File: src/design/pwmtb_pkg.sv
// constants, register map and types of the pwm time base channel
package pwmtb_pkg;

  localparam int ADDR_W = 8;
  localparam int DATA_W = 16;
  localparam int PRE_W  = 12;
  localparam int DB_W   = 10;

  localparam logic [ADDR_W-1:0] OFS_CTL    = 8'h00;
  localparam logic [ADDR_W-1:0] OFS_STATUS = 8'h02;
  localparam logic [ADDR_W-1:0] OFS_FINE   = 8'h04;
  localparam logic [ADDR_W-1:0] OFS_PHASE  = 8'h06;
  localparam logic [ADDR_W-1:0] OFS_COUNT  = 8'h08;
  localparam logic [ADDR_W-1:0] OFS_PERIOD = 8'h0a;
  localparam logic [ADDR_W-1:0] OFS_CMP_A  = 8'h10;
  localparam logic [ADDR_W-1:0] OFS_CMP_CT = 8'h12;
  localparam logic [ADDR_W-1:0] OFS_ACT_A  = 8'h14;
  localparam logic [ADDR_W-1:0] OFS_DB_CTL = 8'h16;
  localparam logic [ADDR_W-1:0] OFS_RED    = 8'h18;
  localparam logic [ADDR_W-1:0] OFS_FED    = 8'h1a;

  // count mode 3h (frozen) and fast prescale 1 out of reset
  localparam logic [DATA_W-1:0] CTL_RESET = 16'h0083;

  localparam int STS_DIR  = 0;
  localparam int STS_SYNC = 1;
  localparam int STS_MAX  = 2;

  localparam logic [1:0] SYNC_PASS    = 2'h0;
  localparam logic [1:0] SYNC_ZERO    = 2'h1;
  localparam logic [1:0] POL_HI_COMPL = 2'h2;

  typedef enum logic [1:0] {CNT_UP, CNT_DOWN, CNT_UPDOWN, CNT_FREEZE} pwmtb_mode_e;
  typedef enum logic [1:0] {ACT_NONE, ACT_CLEAR, ACT_SET, ACT_TOGGLE} pwmtb_act_e;
  typedef enum logic [1:0] {LOAD_ZERO, LOAD_PERIOD, LOAD_EITHER, LOAD_FROZEN} pwmtb_load_e;

  typedef struct packed {
    logic [1:0]  emulation;
    logic        phase_direction;
    logic [2:0]  clock_prescale;
    logic [2:0]  fast_clock_prescale;
    logic        software_forced_sync;
    logic [1:0]  sync_out_source;
    logic        period_load_select;
    logic        phase_load_enable;
    pwmtb_mode_e count_mode;
  } pwmtb_ctl_s;

  typedef struct packed {
    pwmtb_load_e compare_a_load_event;
    logic        reserved;
    logic        compare_a_shadow_select;
  } pwmtb_cmp_ctl_s;

  typedef struct packed {
    pwmtb_act_e compare_a_down_action;
    pwmtb_act_e compare_a_up_action;
    pwmtb_act_e period_event_action;
    pwmtb_act_e zero_event_action;
  } pwmtb_act_s;

  typedef struct packed {
    logic [1:0] dead_band_polarity;
    logic       fall_en;
    logic       rise_en;
  } pwmtb_db_ctl_s;

  typedef struct packed {
    pwmtb_db_ctl_s   ctl;
    logic [DB_W-1:0] red;
    logic [DB_W-1:0] fed;
  } pwmtb_db_cfg_s;

  typedef struct packed {
    logic [ADDR_W-1:0] addr;
    logic [DATA_W-1:0] wdata;
    logic              wr;
    logic              rd;
  } pwmtb_bus_s;

endpackage

File: src/design/pwmtb_dead_band.sv
// dead band delay for the complementary output pair
`timescale 1ns/10ps
module pwmtb_dead_band (
  input  wire logic                i_clk,
  input  wire logic                i_rst_n,
  input  wire logic                i_tick,
  input  wire logic                i_raw,
  input  pwmtb_pkg::pwmtb_db_cfg_s i_cfg,
  output logic                     o_a,
  output logic                     o_b
);
  import pwmtb_pkg::*;

  typedef struct packed {
    logic [DB_W-1:0] rcnt;
    logic [DB_W-1:0] fcnt;
    logic            q;
    logic            rd;
    logic            fd;
    logic            a;
    logic            b;
  } pwmtb_db_state_s;

  pwmtb_db_state_s s;
  pwmtb_db_state_s nx;
  logic            b_src;

  always_comb
  begin
    nx   = s;
    nx.q = i_raw;
    // rising edge waits red ticks, falling edge passes at once
    if (!i_raw)
    begin
      nx.rd   = 1'b0;
      nx.rcnt = '0;
    end
    else if (!s.rd)
    begin
      if (s.rcnt >= i_cfg.red)
        nx.rd = 1'b1;
      else if (i_tick)
        nx.rcnt = s.rcnt + 1'b1;
    end
    if (i_raw)
    begin
      nx.fd   = 1'b1;
      nx.fcnt = '0;
    end
    else if (s.fd)
    begin
      if (s.fcnt >= i_cfg.fed)
        nx.fd = 1'b0;
      else if (i_tick)
        nx.fcnt = s.fcnt + 1'b1;
    end
    b_src = i_cfg.ctl.fall_en ? s.fd : s.q;
    nx.a  = i_cfg.ctl.rise_en ? s.rd : s.q;
    nx.b  = (i_cfg.ctl.dead_band_polarity == POL_HI_COMPL) ? !b_src : b_src;
  end

  always_ff @(posedge i_clk or negedge i_rst_n)
  begin
    if (!i_rst_n)
      s <= '0;
    else
      s <= nx;
  end

  assign o_a = s.a;
  assign o_b = s.b;
endmodule

File: src/design/pwmtb_channel.sv
// pwm channel: time base, sync and phase load, compare a, output a actions
//
// Overview of operation
// - up count runs zero to period inclusive
// - output a sets at zero, clears compare-up
// - period 1200, compare 600 gives half duty
// - slave phase offset register sets the shift
// - new phase offset accepted every cycle
// - phase load disabled ignores phase offset
// - fine phase exists only with extension
// - control resets to mode 3h, fast 1
// - sync pulse loads phase when enabled
// - up-down direction after sync from bit 13
// - time base clock is system over prescalers
`timescale 1ns/10ps
module pwmtb_channel #(
  parameter bit HAS_FINE_PHASE = 1'b1
) (
  input  wire logic                    i_clk,
  input  wire logic                    i_rst_n,
  input  pwmtb_pkg::pwmtb_bus_s        i_bus,
  input  wire logic                    i_sync_in,
  output logic [pwmtb_pkg::DATA_W-1:0] o_rdata,
  output logic                         o_sync_out,
  output logic                         o_out_a,
  output logic                         o_out_b
);
  import pwmtb_pkg::*;

  typedef struct packed {
    pwmtb_ctl_s        ctl;
    logic              dir;
    logic              sync_flag;
    logic              max_flag;
    logic [DATA_W-1:0] fine;
    logic [DATA_W-1:0] phase;
    logic [DATA_W-1:0] count;
    logic [DATA_W-1:0] period;
    logic [DATA_W-1:0] period_sh;
    logic [DATA_W-1:0] cmp_a;
    logic [DATA_W-1:0] cmp_a_sh;
    pwmtb_cmp_ctl_s    cmp_ctl;
    pwmtb_act_s        act;
    pwmtb_db_cfg_s     db;
    logic              raw_a;
    logic [PRE_W-1:0]  pre;
    logic              tick;
    logic              sync_pend;
    logic              sync_out;
    logic [2:0]        sy;
    logic              sy_lvl;
    logic [DATA_W-1:0] rdata;
  } pwmtb_state_s;

  localparam int ST_W = $bits(pwmtb_state_s);
  localparam pwmtb_state_s ST_RST = pwmtb_state_s'({CTL_RESET, {(ST_W-DATA_W){1'b0}}});

  pwmtb_state_s      s;
  pwmtb_state_s      nx;
  logic [1:0]        rst_pipe;
  logic              rst_n;
  pwmtb_ctl_s        wctl;
  logic [3:0]        fast_f;
  logic [7:0]        slow_f;
  logic [PRE_W-1:0]  div;
  logic              run;
  logic              zero_ev;
  logic              prd_ev;
  logic              cmp_ev;
  logic              up_now;
  logic              load_phase;
  logic              sync_pulse;
  logic              sw_sync;
  logic              wr_ctl;
  logic              wr_sts;
  logic              wr_count;
  logic [DATA_W-1:0] rd_mux;

  function automatic logic hit_wr(input pwmtb_bus_s b, input logic [ADDR_W-1:0] ofs);
    hit_wr = b.wr && (b.addr == ofs);
  endfunction

  function automatic logic act_apply(input pwmtb_act_e act, input logic cur);
    case (act)
      ACT_CLEAR:  act_apply = 1'b0;
      ACT_SET:    act_apply = 1'b1;
      ACT_TOGGLE: act_apply = !cur;
      default:    act_apply = cur;
    endcase
  endfunction

  // reset is released on the clock so no flop leaves reset a cycle apart
  always_ff @(posedge i_clk or negedge i_rst_n)
  begin
    if (!i_rst_n)
      rst_pipe <= 2'h0;
    else
      rst_pipe <= {rst_pipe[0], 1'b1};
  end
  assign rst_n = rst_pipe[1];

  assign wctl     = pwmtb_ctl_s'(i_bus.wdata);
  assign wr_ctl   = hit_wr(i_bus, OFS_CTL);
  assign wr_sts   = hit_wr(i_bus, OFS_STATUS);
  assign wr_count = hit_wr(i_bus, OFS_COUNT);
  assign sw_sync  = wr_ctl && wctl.software_forced_sync;

  // pin sync counts once the second and third stages agree
  assign sync_pulse = (s.sy[2] == s.sy[1]) && s.sy[1] && !s.sy_lvl;

  assign fast_f = (s.ctl.fast_clock_prescale == 3'h0) ? 4'h1
                : {s.ctl.fast_clock_prescale, 1'b0};
  assign slow_f = 8'h01 << s.ctl.clock_prescale;
  assign div    = fast_f * slow_f;

  assign run        = s.tick && (s.ctl.count_mode != CNT_FREEZE);
  assign zero_ev    = (s.count == '0);
  assign prd_ev     = (s.count == s.period);
  assign cmp_ev     = (s.count == s.cmp_a);
  assign up_now     = (s.ctl.count_mode == CNT_UP)
                   || ((s.ctl.count_mode == CNT_UPDOWN) && s.dir);
  assign load_phase = s.sync_pend && s.ctl.phase_load_enable;

  always_comb
  begin
    nx                          = s;
    nx.rdata                    = '0;
    nx.sync_out                 = 1'b0;
    nx.ctl.software_forced_sync = 1'b0;
    nx.sy                       = {s.sy[1:0], i_sync_in};
    if (s.sy[2] == s.sy[1])
      nx.sy_lvl = s.sy[1];

    // time base clock divider
    nx.tick = (s.pre >= div - 12'h1);
    nx.pre  = nx.tick ? '0 : s.pre + 12'h1;

    // a sync waits for the next time base tick outside freeze mode and is consumed there
    nx.sync_pend = (s.sync_pend && !run) || sync_pulse || sw_sync;
    if (sw_sync || (sync_pulse && s.ctl.sync_out_source == SYNC_PASS))
      nx.sync_out = 1'b1;

    if (run)
    begin
      if (zero_ev)
        nx.raw_a = act_apply(s.act.zero_event_action, nx.raw_a);
      if (prd_ev)
        nx.raw_a = act_apply(s.act.period_event_action, nx.raw_a);
      if (cmp_ev && up_now)
        nx.raw_a = act_apply(s.act.compare_a_up_action, nx.raw_a);
      if (cmp_ev && !up_now)
        nx.raw_a = act_apply(s.act.compare_a_down_action, nx.raw_a);
      if (zero_ev && s.ctl.sync_out_source == SYNC_ZERO)
        nx.sync_out = 1'b1;

      if (load_phase)
      begin
        nx.count = s.phase;
        if (s.ctl.count_mode == CNT_UPDOWN)
          nx.dir = s.ctl.phase_direction;
      end
      else
      begin
        case (s.ctl.count_mode)
          CNT_UP:
          begin
            nx.dir   = 1'b1;
            nx.count = prd_ev ? '0 : s.count + 16'h1;
          end
          CNT_DOWN:
          begin
            nx.dir   = 1'b0;
            nx.count = zero_ev ? s.period : s.count - 16'h1;
          end
          default:
          begin
            if (s.dir)
            begin
              if (prd_ev)
              begin
                nx.dir   = 1'b0;
                nx.count = s.count - 16'h1;
              end
              else
                nx.count = s.count + 16'h1;
            end
            else if (zero_ev)
            begin
              nx.dir   = 1'b1;
              nx.count = s.count + 16'h1;
            end
            else
              nx.count = s.count - 16'h1;
          end
        endcase
      end

      // shadow transfers happen on the same tick as the event
      if (!s.ctl.period_load_select && zero_ev)
        nx.period = s.period_sh;
      if (!s.cmp_ctl.compare_a_shadow_select)
      begin
        case (s.cmp_ctl.compare_a_load_event)
          LOAD_ZERO:   if (zero_ev) nx.cmp_a = s.cmp_a_sh;
          LOAD_PERIOD: if (prd_ev) nx.cmp_a = s.cmp_a_sh;
          LOAD_EITHER: if (zero_ev || prd_ev) nx.cmp_a = s.cmp_a_sh;
          default:     nx.cmp_a = s.cmp_a;
        endcase
      end
    end

    // software writes win over the counter in the same cycle
    if (i_bus.wr)
    begin
      if (i_bus.addr == OFS_CTL)
      begin
        nx.ctl                      = wctl;
        nx.ctl.software_forced_sync = 1'b0;
      end
      else if (i_bus.addr == OFS_FINE)
      begin
        if (HAS_FINE_PHASE)
          nx.fine = i_bus.wdata;
      end
      else if (i_bus.addr == OFS_PHASE)
        nx.phase = i_bus.wdata;
      else if (i_bus.addr == OFS_COUNT)
        nx.count = i_bus.wdata;
      else if (i_bus.addr == OFS_PERIOD)
      begin
        nx.period_sh = i_bus.wdata;
        if (s.ctl.period_load_select)
          nx.period = i_bus.wdata;
      end
      else if (i_bus.addr == OFS_CMP_A)
      begin
        nx.cmp_a_sh = i_bus.wdata;
        if (s.cmp_ctl.compare_a_shadow_select)
          nx.cmp_a = i_bus.wdata;
      end
      else if (i_bus.addr == OFS_CMP_CT)
        nx.cmp_ctl = pwmtb_cmp_ctl_s'(i_bus.wdata[$bits(pwmtb_cmp_ctl_s)-1:0]);
      else if (i_bus.addr == OFS_ACT_A)
        nx.act = pwmtb_act_s'(i_bus.wdata[$bits(pwmtb_act_s)-1:0]);
      else if (i_bus.addr == OFS_DB_CTL)
        nx.db.ctl = pwmtb_db_ctl_s'(i_bus.wdata[$bits(pwmtb_db_ctl_s)-1:0]);
      else if (i_bus.addr == OFS_RED)
        nx.db.red = i_bus.wdata[DB_W-1:0];
      else if (i_bus.addr == OFS_FED)
        nx.db.fed = i_bus.wdata[DB_W-1:0];
    end

    // write one to clear, a new event in the same cycle keeps the flag
    nx.sync_flag = (s.sync_flag && !(wr_sts && i_bus.wdata[STS_SYNC])) || sync_pulse;
    nx.max_flag  = (s.max_flag && !(wr_sts && i_bus.wdata[STS_MAX])) || (s.count == '1);

    if (i_bus.rd)
      nx.rdata = rd_mux;
  end

  // unmapped and absent offsets read zero and ignore writes
  always_comb
  begin
    rd_mux = '0;
    if (i_bus.addr == OFS_CTL)
      rd_mux = s.ctl;
    else if (i_bus.addr == OFS_STATUS)
    begin
      rd_mux[STS_DIR]  = s.dir;
      rd_mux[STS_SYNC] = s.sync_flag;
      rd_mux[STS_MAX]  = s.max_flag;
    end
    else if (i_bus.addr == OFS_FINE)
      rd_mux = HAS_FINE_PHASE ? s.fine : '0;
    else if (i_bus.addr == OFS_PHASE)
      rd_mux = s.phase;
    else if (i_bus.addr == OFS_COUNT)
      rd_mux = s.count;
    else if (i_bus.addr == OFS_PERIOD)
      rd_mux = s.period;
    else if (i_bus.addr == OFS_CMP_A)
      rd_mux = s.cmp_a;
    else if (i_bus.addr == OFS_CMP_CT)
      rd_mux = DATA_W'(s.cmp_ctl);
    else if (i_bus.addr == OFS_ACT_A)
      rd_mux = DATA_W'(s.act);
    else if (i_bus.addr == OFS_DB_CTL)
      rd_mux = DATA_W'(s.db.ctl);
    else if (i_bus.addr == OFS_RED)
      rd_mux = DATA_W'(s.db.red);
    else if (i_bus.addr == OFS_FED)
      rd_mux = DATA_W'(s.db.fed);
  end

  always_ff @(posedge i_clk or negedge rst_n)
  begin
    if (!rst_n)
      s <= ST_RST;
    else
      s <= nx;
  end

  pwmtb_dead_band u_dead_band (
    .i_clk   (i_clk),
    .i_rst_n (rst_n),
    .i_tick  (s.tick),
    .i_raw   (s.raw_a),
    .i_cfg   (s.db),
    .o_a     (o_out_a),
    .o_b     (o_out_b)
  );

  assign o_rdata    = s.rdata;
  assign o_sync_out = s.sync_out;
endmodule

File: config.mk
export PLATFORM = sky130hd
export DESIGN_NAME = pwmtb_channel
export DESIGN_NICKNAME = d
export VERILOG_FILES = /design/src/design/pwmtb_pkg.sv /design/src/design/pwmtb_dead_band.sv /design/src/design/pwmtb_channel.sv
export SDC_FILE = /design/constraint.sdc
export NUM_CORES = 1
export LEC_CHECK = 0
export BUFFER_PORTS_ARGS = -buffer_cell sky130_fd_sc_hd__buf_2
export CAP_MARGIN = 10
export CORE_ASPECT_RATIO = 0.5
export CORE_MARGIN = 2
export CORE_UTILIZATION = 57
export DETAILED_ROUTE_END_ITERATION = 10
export PLACE_DENSITY = 0.8
export SLEW_MARGIN = 20
export SYNTH_ARGS = -nofsm -noshare
export SYNTH_HDL_FRONTEND = slang
export SYNTH_HIERARCHICAL = 1
export SYNTH_SLANG_ARGS = --single-unit
File: constraint.sdc
create_clock -name i_clk -period 7.1 [get_ports i_clk]
set_input_delay 1.065 -clock i_clk [delete_from_list [all_inputs] [get_ports i_clk]]
set_output_delay 1.065 -clock i_clk [all_outputs]
set_load 0.01 [all_outputs]
[Word-level counts from Yosys, hierarchy flattened]
Cells that the tools add are included.
Word-level totals
  bits of input ports: 29
  flip-flop bits (word level): 230
  output and inout bits: 19
Cells by class
  reductions and logical operators: 57
  add/subtract/negate cells: 6
  multipliers: 1
  order comparisons: 3
  mux-type cells: 91
  equality and inequality tests: 39
  shift-type cells: 1
  bitwise logic cells: 10
Operators with widths (number)
  $mux W116: 4
  $mux W16: 26
  $mux W32: 4
  $mux W10: 12
  $mux W100: 1
  $mux W68: 1
  $eq A8 B5 Y1 const B: 6
  $pmux W16 S3: 1
  $mux W36: 1
  $eq A16 B16 Y1: 2
  $pmux W16 S2: 1
  $mux W1: 24
  $mux W24: 1
  $eq A2 B2 Y1 const B: 11
  $add A10 B1 Y10 const B: 2
  $ge A10 B10 Y1: 2
  $mux W20: 1
  $logic_and A1 B1 Y1: 18
  $add A16 B1 Y16 const B: 1
  $eq A16 B16 Y1 const B: 1
  $eq A8 B3 Y1 const B: 2
  $eq A8 B4 Y1 const B: 2
  $logic_not A16 Y1: 1
  $sub A16 B1 Y16 const B: 1
  36 further kinds: 82

[Depth between registers and ports, before layout]
Gate-level depths: netlist of run 1.
  word-level depth: 15
  mapped depth: 23
  gate-level depth less buffers: 21

[Cells and area by module]
Netlist of run 1, hierarchy kept.
Modules (own cells, without submodules)
  pwmtb_channel: area an instance 12281.8 sq um, instances 1, cells each 1258
  pwmtb_dead_band: area an instance 1695.4 sq um, instances 1, cells each 187

[Worst setup path before layout of run 1]
No wires, ideal clock.
  path kind: register -> register
  from: reg s[197] (netlist name)
  to: reg s[27] (netlist name)
  arrival: 4822 ps
  data required time: 6968 ps
  setup slack: 2146 ps
  cell stages (with the launch flop): 22
  cells stage by stage: dfrtp_1 -> clkbuf_1 -> clkbuf_1 -> nand3_1 -> ha_1 -> fa_1 -> fa_1 -> inv_1 -> ha_1 -> a21o_1 -> a21oi_1 -> o21bai_1 -> a21oi_1 -> o21ai_0 -> a21o_1 -> a21oi_1 -> xnor2_1 -> ha_1 -> nand3_1 -> o21ai_0 -> clkbuf_1 -> nor2_1

==> summary.json, run 1 <==
{
  "pwr": {
    "static-leakage-power_nw": 6.80,
    "irDropWorstVdd_mv": 0.170,
    "total_power_mw": 3.75,
    "powerDensity_mw_per_mm2": 252
  },
  "synth": {
    "asyncSetResetFlopFracSynth_pct": 100,
    "yosysWarningCount": 6,
    "cell_area_synth_sq_mm": 0.0140,
    "postSynthRegisterBits": 229,
    "postSynth.topFlopCell": "sky130_fd_sc_hd__dfrtp_1",
    "synth-edff-count": 0,
    "yosysMostFrequentCell": "sky130_fd_sc_hd__dfrtp_1",
    "synth_top_cells_by_area": "sky130_fd_sc_hd__dfrtp_1, sky130_fd_sc_hd__mux2_2, sky130_fd_sc_hd__ha_1, sky130_fd_sc_hd__a21oi_1, sky130_fd_sc_hd__xnor2_1",
    "synth_largest_area_cell": "sky130_fd_sc_hd__dfrtp_1",
    "synth_commonest_cells": "sky130_fd_sc_hd__dfrtp_1, sky130_fd_sc_hd__mux2_2, sky130_fd_sc_hd__a21oi_1",
    "synthCells": 1445,
    "yosysUniqueCellTypes": 76,
    "syn_avg_cell_area_sq_um": 9.67,
    "synth_sequential_area_ratio_pct": 41.0,
    "synthDominantCellAreaShare_pct": 40.5,
    "synth_fp_nets": 1550
  },
  "floorplan": {
    "die_width_um": 225,
    "starting_density_of_the_core_pct": 58.2,
    "core_rows": 40,
    "fp.dieH_um": 115,
    "dieArea_sq_mm": 0.0259,
    "io-pin-count": 48,
    "core_footprint_sq_mm": 0.0240
  },
  "clock_tree": {
    "max-clock-path-buffers": 3,
    "clock_latency_ps": 540,
    "cts_hold_repair.buffers": 0,
    "clock-sinks": 229,
    "cts_root_buffer": "sky130_fd_sc_hd__clkbuf_16",
    "cts_clk_pin_slew_worst_paths_ps": 60,
    "cts_inserted_buffers": 22,
    "post_cts.repair.setup_buffers": 0,
    "tritoncts": "done",
    "clock_tree.htree_level_count": 1,
    "cts_repair_resize_count": 0
  },
  "job": {
    "maxCapViolCount": 0
  },
  "setup_path": {
    "cells_traversed_along_the_worst_timing_path": "nor2_1, nand3_1, ha_1, fa_1, fa_1, inv_1, ha_1, a21o_1, a21oi_1, o21bai_1, a21oi_1, o21ai_0, a21o_1, a21oi_1, xnor2_1, ha_1, nand3_1, o21ai_1, nor2_1",
    "critPathCaptureType": "flop",
    "startpoint_type": "flop",
    "critical_path_peak_fanout": 13,
    "critical-path-max-stage-delay_ps": 670,
    "crit_path_top_delay_cell": "sky130_fd_sc_hd__o21ai_1",
    "path_depth": 19,
    "critical_path_arrival_ps": 5840,
    "critPathTopFamily": "adder cells",
    "cp_num_buf_inv": 1,
    "reg2reg_depth": 19,
    "critical_path_required_ps": 7460,
    "r2r_slack_ps": 1620,
    "worst-setup-path-type": "flop to flop"
  },
  "finish": {
    "seqCellArea_sq_mm": 0.00574,
    "synthToLayoutAreaGrowth_pct": 6.68,
    "nFillCells": 1981,
    "multi_input_area_sq_mm": 0.00746,
    "final_layout_size_suffix_gt1_share_pct": 16.7,
    "fin_nets": 1533
  },
  "drt": {
    "wl_per_cell_um": 22.1,
    "initialDrtViolationCount": 1515,
    "detailroute.via_count": 11400,
    "drc": 0,
    "first_pass_iters": 6,
    "routed_wl_um": 38900,
    "detail-route-antenna-nets": 0,
    "route.detailed.vias_per_inst": 6.47
  },
  "global_routing": {
    "groute.layer.met1.usage_pct": 43.4,
    "grt_first_pass_wirelength_um": 62100,
    "grt_overflow": 0,
    "number_of_global_route_vias_before_repair": 11200,
    "initial_antenna_violation_count": 1,
    "groute.usage.overall_pct": 30.8,
    "groute.layer.met3.usage_pct": 6.85,
    "globalRoute.busiestLayer": "met2",
    "grt_start_max_net_pins": 83,
    "gr-usage-met2_pct": 47.8
  },
  "sta": {
    "tns_ps": 0,
    "final_min_period_over_clock_period_pct": 77.2,
    "tightestPinTransition_ps": 1130,
    "relSlewSlack_pct": 24.5,
    "maxSlewViolCount": 0,
    "max_clock_freq_ghz": 0.182,
    "fin_skew_ps": 26.6,
    "finalHoldViolCount": 0,
    "timing.final.setup_violations": 0,
    "setup_repair_after_global_routing_missed_its_margin": "no",
    "min_period_ps": 5480
  },
  "placement": {
    "detailedPlacementHpwl_um": 27400,
    "placement.io_buffers": 47,
    "place_congestion": 0.970
  },
  "worst_hold_path": {
    "holdCritPathClass": "input port to asynchronous set/reset pin"
  },
  "run_status": {
    "run_status": "complete, no violations"
  }
}
[registers in the layout (all words and copies together) (netlist names)]
signal / flops
nx: 2
o_rdata: 16
o_sync_out: 1
rst_pipe: 2
s: 183
u_dead_band/o_a: 1
u_dead_band/o_b: 1
u_dead_band/s: 23
[through the flow]
stage | hold WS (ps) | setup WS, ps | utilization [%] | cell area [sq um] | instances
6_report | 310 | 1620 | 62.1 | 14900 | 1760
3_3_place_gp | 333 | 1530 | 59.1 | 14200 | 1719
2_1_floorplan | 331 | 251 | - | 14000 | 1445
5_1_grt | 314 | 1140 | 62.1 | 14900 | 1760
4_1_cts | 305 | 1600 | 62.0 | 14900 | 1759
3_5_place_dp | 342 | 1630 | 59.1 | 14200 | 1719
[cells in the final DEF, fill, tap and decap left out, types with 9 or more instances in the layout]
cell                        count
sky130_fd_sc_hd__dfrtp_1      225
sky130_fd_sc_hd__mux2_2       114
sky130_fd_sc_hd__a21oi_1      112
sky130_fd_sc_hd__nor2_1       110
sky130_fd_sc_hd__nand2_1       98
sky130_fd_sc_hd__inv_1         76
sky130_fd_sc_hd__ha_1          63
sky130_fd_sc_hd__o21ai_0       61
sky130_fd_sc_hd__xnor2_1       52
sky130_fd_sc_hd__buf_2         47
sky130_fd_sc_hd__nand3_1       46
sky130_fd_sc_hd__nor3_1        30
sky130_fd_sc_hd__o22ai_1       29
sky130_fd_sc_hd__and3_1        24
sky130_fd_sc_hd__a21o_1        23
sky130_fd_sc_hd__clkbuf_16     22
sky130_fd_sc_hd__xor2_1        21
sky130_fd_sc_hd__mux2i_1       19
sky130_fd_sc_hd__nor2b_1       15
sky130_fd_sc_hd__o211ai_1      15
sky130_fd_sc_hd__nand4_1       14
sky130_fd_sc_hd__or3_1         14
sky130_fd_sc_hd__fa_1          13
sky130_fd_sc_hd__and2_1        12
sky130_fd_sc_hd__buf_4         12
sky130_fd_sc_hd__a221oi_1      11
sky130_fd_sc_hd__a22oi_1       11
sky130_fd_sc_hd__o31ai_1        9
sky130_fd_sc_hd__nand2b_1       9
[path summary, 6_finish.rpt]
| kind | start | endpoint |
|---|---|---|
| min in group i_clk | rst_pipe[0] | rst_pipe[1] |
| worst max register to register | s[199] | s[34] |
| worst min-delay path | i_rst_n | rst_pipe[1] |
| max in group asynchronous | rst_pipe[1] | s[192] |
| worst min register to register | rst_pipe[1] | s[118] |
| worst max-delay path | s[199] | s[34] |
[metal layers]
layer | vias up | share of wire, %
met3 | 106 | 9.8
li1 | 5115 | -
met5 | - | 0
met1 | 5559 | 43
met2 | 602 | 44
met4 | 0 | 3.3
[where the power goes]
group / switching (mW) / total (mW) / internal, mW
clock network: 0.541 / 1.18 / 0.634
logic: 0.471 / 0.866 / 0.395
registers: 0.277 / 1.71 / 1.44
[area by class of cell]
class / instances / area share [%]
Timing Repair Buffer: 60 / 2.26
Antenna cell: 1 / 0.0168
Clock inverter: 12 / 0.688
Multi-Input combinational cell: 1039 / 50.0
Inverter: 76 / 1.91
Clock buffer: 28 / 3.98
Tap cell: 315 / 2.64
Sequential cell: 229 / 38.5
[kinds of logic (layout without fill, tap and decap cells)]
| kind of cell | Yosys count | in the layout | share of synthesized area, % |
|---|---|---|---|
| compound gates | 335 | 335 | 15.1 |
| xor+xnor | 73 | 73 | 4.57 |
| fa+ha+maj | 76 | 76 | 7.50 |
| buf+inv | 177 | 176 | 5.68 |
| flops | 229 | 229 | 41.0 |
| mux | 133 | 133 | 10.5 |
| other cells | 1 | 2 | 0.0268 |
| simple gates | 421 | 421 | 15.5 |
No activity file was read; power rests on OpenSTA's default activity.
==> run 2: changes to the inputs <==
Settings changed: CORE_UTILIZATION 57 to 63, PLACE_DENSITY 0.8 to 0.84.
Clock period 7.1 ns to 5.1 ns, I/O delays scaled along.
==> run 2 against run 1 <==
  * Clock skew decreased by 13 ps
  * Clock power increased by 53%
  * Via count increased by 2.2%
  * Maximum frequency increased by 14%
  * First-iteration DRC count decreased by 5.9%
  * Largest cell class unchanged
  * Highest routed layer unchanged
==> summary.json, run 2 (same netlist as run 1, synthesis figures left out) <==
{
  "run_status": {
    "run_status": "complete, no violations"
  },
  "setup_path": {
    "timing.critical_path.from": "s[198]",
    "crit-reg2reg-launch": "s[198]",
    "critical_path_arrival": {"value": 5240, "unit": "ps", "change": "-600 ps"},
    "reg2reg_depth": {"value": 20, "change": "+1"},
    "critical_path_peak_fanout": {"value": 13, "change": "unchanged"},
    "critical_path_required": {"value": 5540, "unit": "ps", "change": "-1920 ps"},
    "critPathCapture": "s[29]",
    "worst-setup-path-type": "flop to flop",
    "r2r_slack": {"value": 300, "unit": "ps", "change": "-1320 ps"},
    "critPathCaptureType": "flop",
    "worst_r2r_endpoint": "s[29]",
    "startpoint_type": "flop"
  },
  "pwr": {
    "power_frac_comb": {"value": 23.0, "unit": "%", "change": "about the same"},
    "switching_power_total": {"value": 1.80, "unit": "mW", "change": "+40%"},
    "powerDensity": {"value": 359, "unit": "mW/mm^2", "change": "+43%"},
    "irDropWorstVdd": {"value": 0.317, "unit": "mV", "change": "+87%"},
    "static-leakage-power": {"value": 6.93, "unit": "nW", "change": "+1.8%"},
    "cellInternalPower": {"value": 3.64, "unit": "mW", "change": "+47%"},
    "pwr-share-clk": {"value": 33.3, "unit": "%", "change": "+2.0 points"},
    "power.switching_fraction": {"value": 33.2, "unit": "%", "change": "-1.2 points"},
    "power_share_of_the_sequential_group": {"value": 43.7, "unit": "%", "change": "-1.9 points"}
  },
  "finish": {
    "n_antenna_cell": {"value": 0, "change": "-1"},
    "fin_nets": {"value": 1546, "change": "+0.85%"},
    "largest_register_ff_count": {"value": 183, "change": "unchanged"},
    "most_common_cell_after_layout_fill_and_taps_aside": "sky130_fd_sc_hd__dfrtp_1",
    "final_area": {"value": 0.0152, "unit": "sq mm", "change": "+1.6%"},
    "largest-register": "s",
    "final_layout_size_suffix_gt1_share": {"value": 17.8, "unit": "%", "change": "+1.2 points"},
    "synthToLayoutAreaGrowth_pct": 8.43,
    "mostFrequentLayoutCells": "sky130_fd_sc_hd__dfrtp_1, sky130_fd_sc_hd__mux2_2, sky130_fd_sc_hd__nor2_1, sky130_fd_sc_hd__a21oi_1, sky130_fd_sc_hd__nand2_1"
  },
  "global_routing": {
    "grt_start_max_net_pins": {"value": 113, "change": "+36%"},
    "grt_first_pass_wirelength": {"value": 61300, "unit": "um", "change": "-1.3%"},
    "initial_antenna_violation_count": {"value": 0, "change": "-1"},
    "grt_overflow": {"value": 0, "change": "unchanged"},
    "groute.usage.overall": {"value": 33.5, "unit": "%", "change": "+2.7 points"},
    "number_of_global_route_vias_before_repair": {"value": 11300, "change": "+0.51%"}
  },
  "sta": {
    "finalHoldViolCount": {"value": 0, "change": "unchanged"},
    "setup_repair_after_global_routing_missed_its_margin": "no",
    "timing.final.setup_violations": {"value": 0, "change": "unchanged"},
    "fin_skew": {"value": 13.1, "unit": "ps", "change": "-13.5 ps"},
    "maxSlewViolCount": {"value": 0, "change": "unchanged"},
    "relSlewSlack": {"value": 26.8, "unit": "%", "change": "+2.3 points"},
    "min_period": {"value": 4800, "unit": "ps", "change": "-684 ps"},
    "tns": {"value": 0, "unit": "ps", "change": "unchanged"},
    "max_clock_freq": {"value": 0.208, "unit": "GHz", "change": "+14%"},
    "final_min_period_over_clock_period": {"value": 94.1, "unit": "%", "change": "+17 points"},
    "tightestPinTransition": {"value": 1090, "unit": "ps", "change": "-36.5 ps"}
  },
  "drt": {
    "first_pass_iters": {"value": 9, "change": "+3"},
    "wl_per_cell": {"value": 22.1, "unit": "um", "change": "+0.14%"},
    "drc": {"value": 0, "change": "unchanged"},
    "route.detailed.vias_per_inst": {"value": 6.62, "change": "+2.3%"},
    "routed_wl": {"value": 38900, "unit": "um", "change": "about the same"},
    "detailroute.via_count": {"value": 11600, "change": "+2.2%"},
    "detail-route-antenna-nets": {"value": 0, "change": "unchanged"},
    "initialDrtViolationCount": {"value": 1425, "change": "-5.9%"}
  },
  "clock_tree": {
    "clock-sinks": {"value": 229, "change": "unchanged"},
    "cts_clk_pin_slew_worst_paths": {"value": 70, "unit": "ps", "change": "about the same"},
    "tritoncts": "done",
    "max-clock-path-buffers": {"value": 3, "change": "unchanged"},
    "cts_inserted_buffers": {"value": 22, "change": "unchanged"},
    "clock_tree.htree_level_count": {"value": 1, "change": "unchanged"},
    "clock_latency": {"value": 530, "unit": "ps", "change": "about the same"},
    "cts_root_buffer": "sky130_fd_sc_hd__clkbuf_16"
  },
  "job": {
    "maxCapViolCount": {"value": 0, "change": "unchanged"}
  },
  "placement": {
    "place_congestion": {"value": 0.948, "change": "-2.2%"},
    "dpl-instance-area": {"value": 0.0143, "unit": "sq mm", "change": "+0.47%"},
    "detailedPlacementHpwl": {"value": 27200, "unit": "um", "change": "-0.57%"},
    "placement.io_buffers": {"value": 47, "change": "unchanged"}
  },
  "floorplan": {
    "dieArea": {"value": 0.0235, "unit": "sq mm", "change": "-9.3%"},
    "io-pin-count": {"value": 48, "change": "unchanged"},
    "core_footprint": {"value": 0.0217, "unit": "sq mm", "change": "-9.6%"},
    "starting_density_of_the_core": {"value": 64.3, "unit": "%", "change": "+6.1 points"},
    "core_rows": {"value": 38, "change": "-5.0%"},
    "fp.dieH": {"value": 109, "unit": "um", "change": "-4.7%"},
    "die_width": {"value": 215, "unit": "um", "change": "-4.8%"}
  },
  "worst_hold_path": {
    "holdCritPathClass": "flop to asynchronous set/reset pin"
  }
}
-- run 2: cell count changes in the layout (fill, tap and decap cells not counted), moves of 2 or more --
cell,before,now
sky130_fd_sc_hd__a21oi_2,1,3
sky130_fd_sc_hd__nor2b_4,0,2
sky130_fd_sc_hd__clkinv_2,8,4
sky130_fd_sc_hd__dfrtp_1,225,222
sky130_fd_sc_hd__nor2b_1,15,12
sky130_fd_sc_hd__dfrtp_2,0,3
sky130_fd_sc_hd__buf_4,12,22
sky130_fd_sc_hd__bufinv_16,1,4
sky130_fd_sc_hd__a21oi_1,112,110
-- run 2: power groups by stage --
| stage | registers [mW] | clock network, mW | logic, mW |
|---|---|---|---|
| 2_1_floorplan | 2.18 | 0 | 1.05 |
| 3_3_place_gp | 2.38 | 0 | 1.14 |
| 3_5_place_dp | 2.39 | 0 | 1.21 |
| 4_1_cts | 2.36 | 1.82 | 1.22 |
| 5_1_grt | 2.39 | 1.89 | 1.39 |
| 6_report | 2.37 | 1.81 | 1.25 |
-- run 2: area by class of cell --
| type | instances | area, sq um |
|---|---|---|
| fill | 1564 | 6570 |
| clock inverter | 10 | 165 |
| inverter | 76 | 285 |
| multi-input combinational | 1039 | 7500 |
| sequential | 229 | 5740 |
| clock buffer | 30 | 622 |
| tap | 300 | 375 |
| timing repair buffer | 73 | 469 |
-- run 2: worst min path at each step --
stage | endpoint | cells after the start | slack (ps) | start
5_1_grt | s[117] | 0 | 250 | rst_pipe[1]
3_5_place_dp | rst_pipe[1] | 0 | 350 | rst_pipe[0]
4_1_cts | rst_pipe[1] | 1 | 5 | i_rst_n
3_3_place_gp | nx[19] | 0 | 340 | nx[18]
6_report | s[134] | 0 | 220 | rst_pipe[1]
2_1_floorplan | rst_pipe[1] | 0 | 330 | rst_pipe[0]
-- run 2: layer usage --
metal  up-vias  wire length [um]  track usage (%)
met1      5698             16100             45.8
met2       655             17300             53.7
met4         0              1040             9.57
met3       118              4420             8.58
met5         -                 0                0
li1       5157                 -                -
-- run 2: metrics by stage --
stage	hold slack [ps]	worst slack, ps	utilization, %	cells	power (mW)
3_3_place_gp	337	287	65.7	1714	3.52
6_report	223	302	69.8	1757	5.44
4_1_cts	5.22	23.6	69.3	1754	5.39
5_1_grt	253	30.3	69.8	1757	5.67
2_1_floorplan	331	146	-	1445	3.24
3_5_place_dp	346	45.7	65.7	1714	3.59
-- run 2: critical path, stage by stage (launching register included) --
cell	delay (ps)
sky130_fd_sc_hd__dfrtp_2	470
sky130_fd_sc_hd__nor2_4	160
sky130_fd_sc_hd__nand3_1	100
sky130_fd_sc_hd__ha_1	310
sky130_fd_sc_hd__fa_1	520
sky130_fd_sc_hd__fa_1	560
sky130_fd_sc_hd__inv_1	50
sky130_fd_sc_hd__ha_1	340
sky130_fd_sc_hd__a21o_1	190
sky130_fd_sc_hd__a21oi_1	220
sky130_fd_sc_hd__o21bai_1	90
sky130_fd_sc_hd__a21oi_1	270
sky130_fd_sc_hd__o21ai_1	160
sky130_fd_sc_hd__a21o_1	190
sky130_fd_sc_hd__a21oi_1	160
sky130_fd_sc_hd__xnor2_1	130
sky130_fd_sc_hd__ha_1	260
sky130_fd_sc_hd__a21oi_1	130
sky130_fd_sc_hd__o21ai_0	90
sky130_fd_sc_hd__buf_4	180
sky130_fd_sc_hd__nor2_1	130
-- run 2: what timing repair did --
item	4_1_cts	5_1_grt
setup buffers	0	1
pin swaps	0	2
hold endpoints to repair	0	2
endpoints found under the setup margin	8	13
hold buffers	0	1
gates resized for setup	1	14
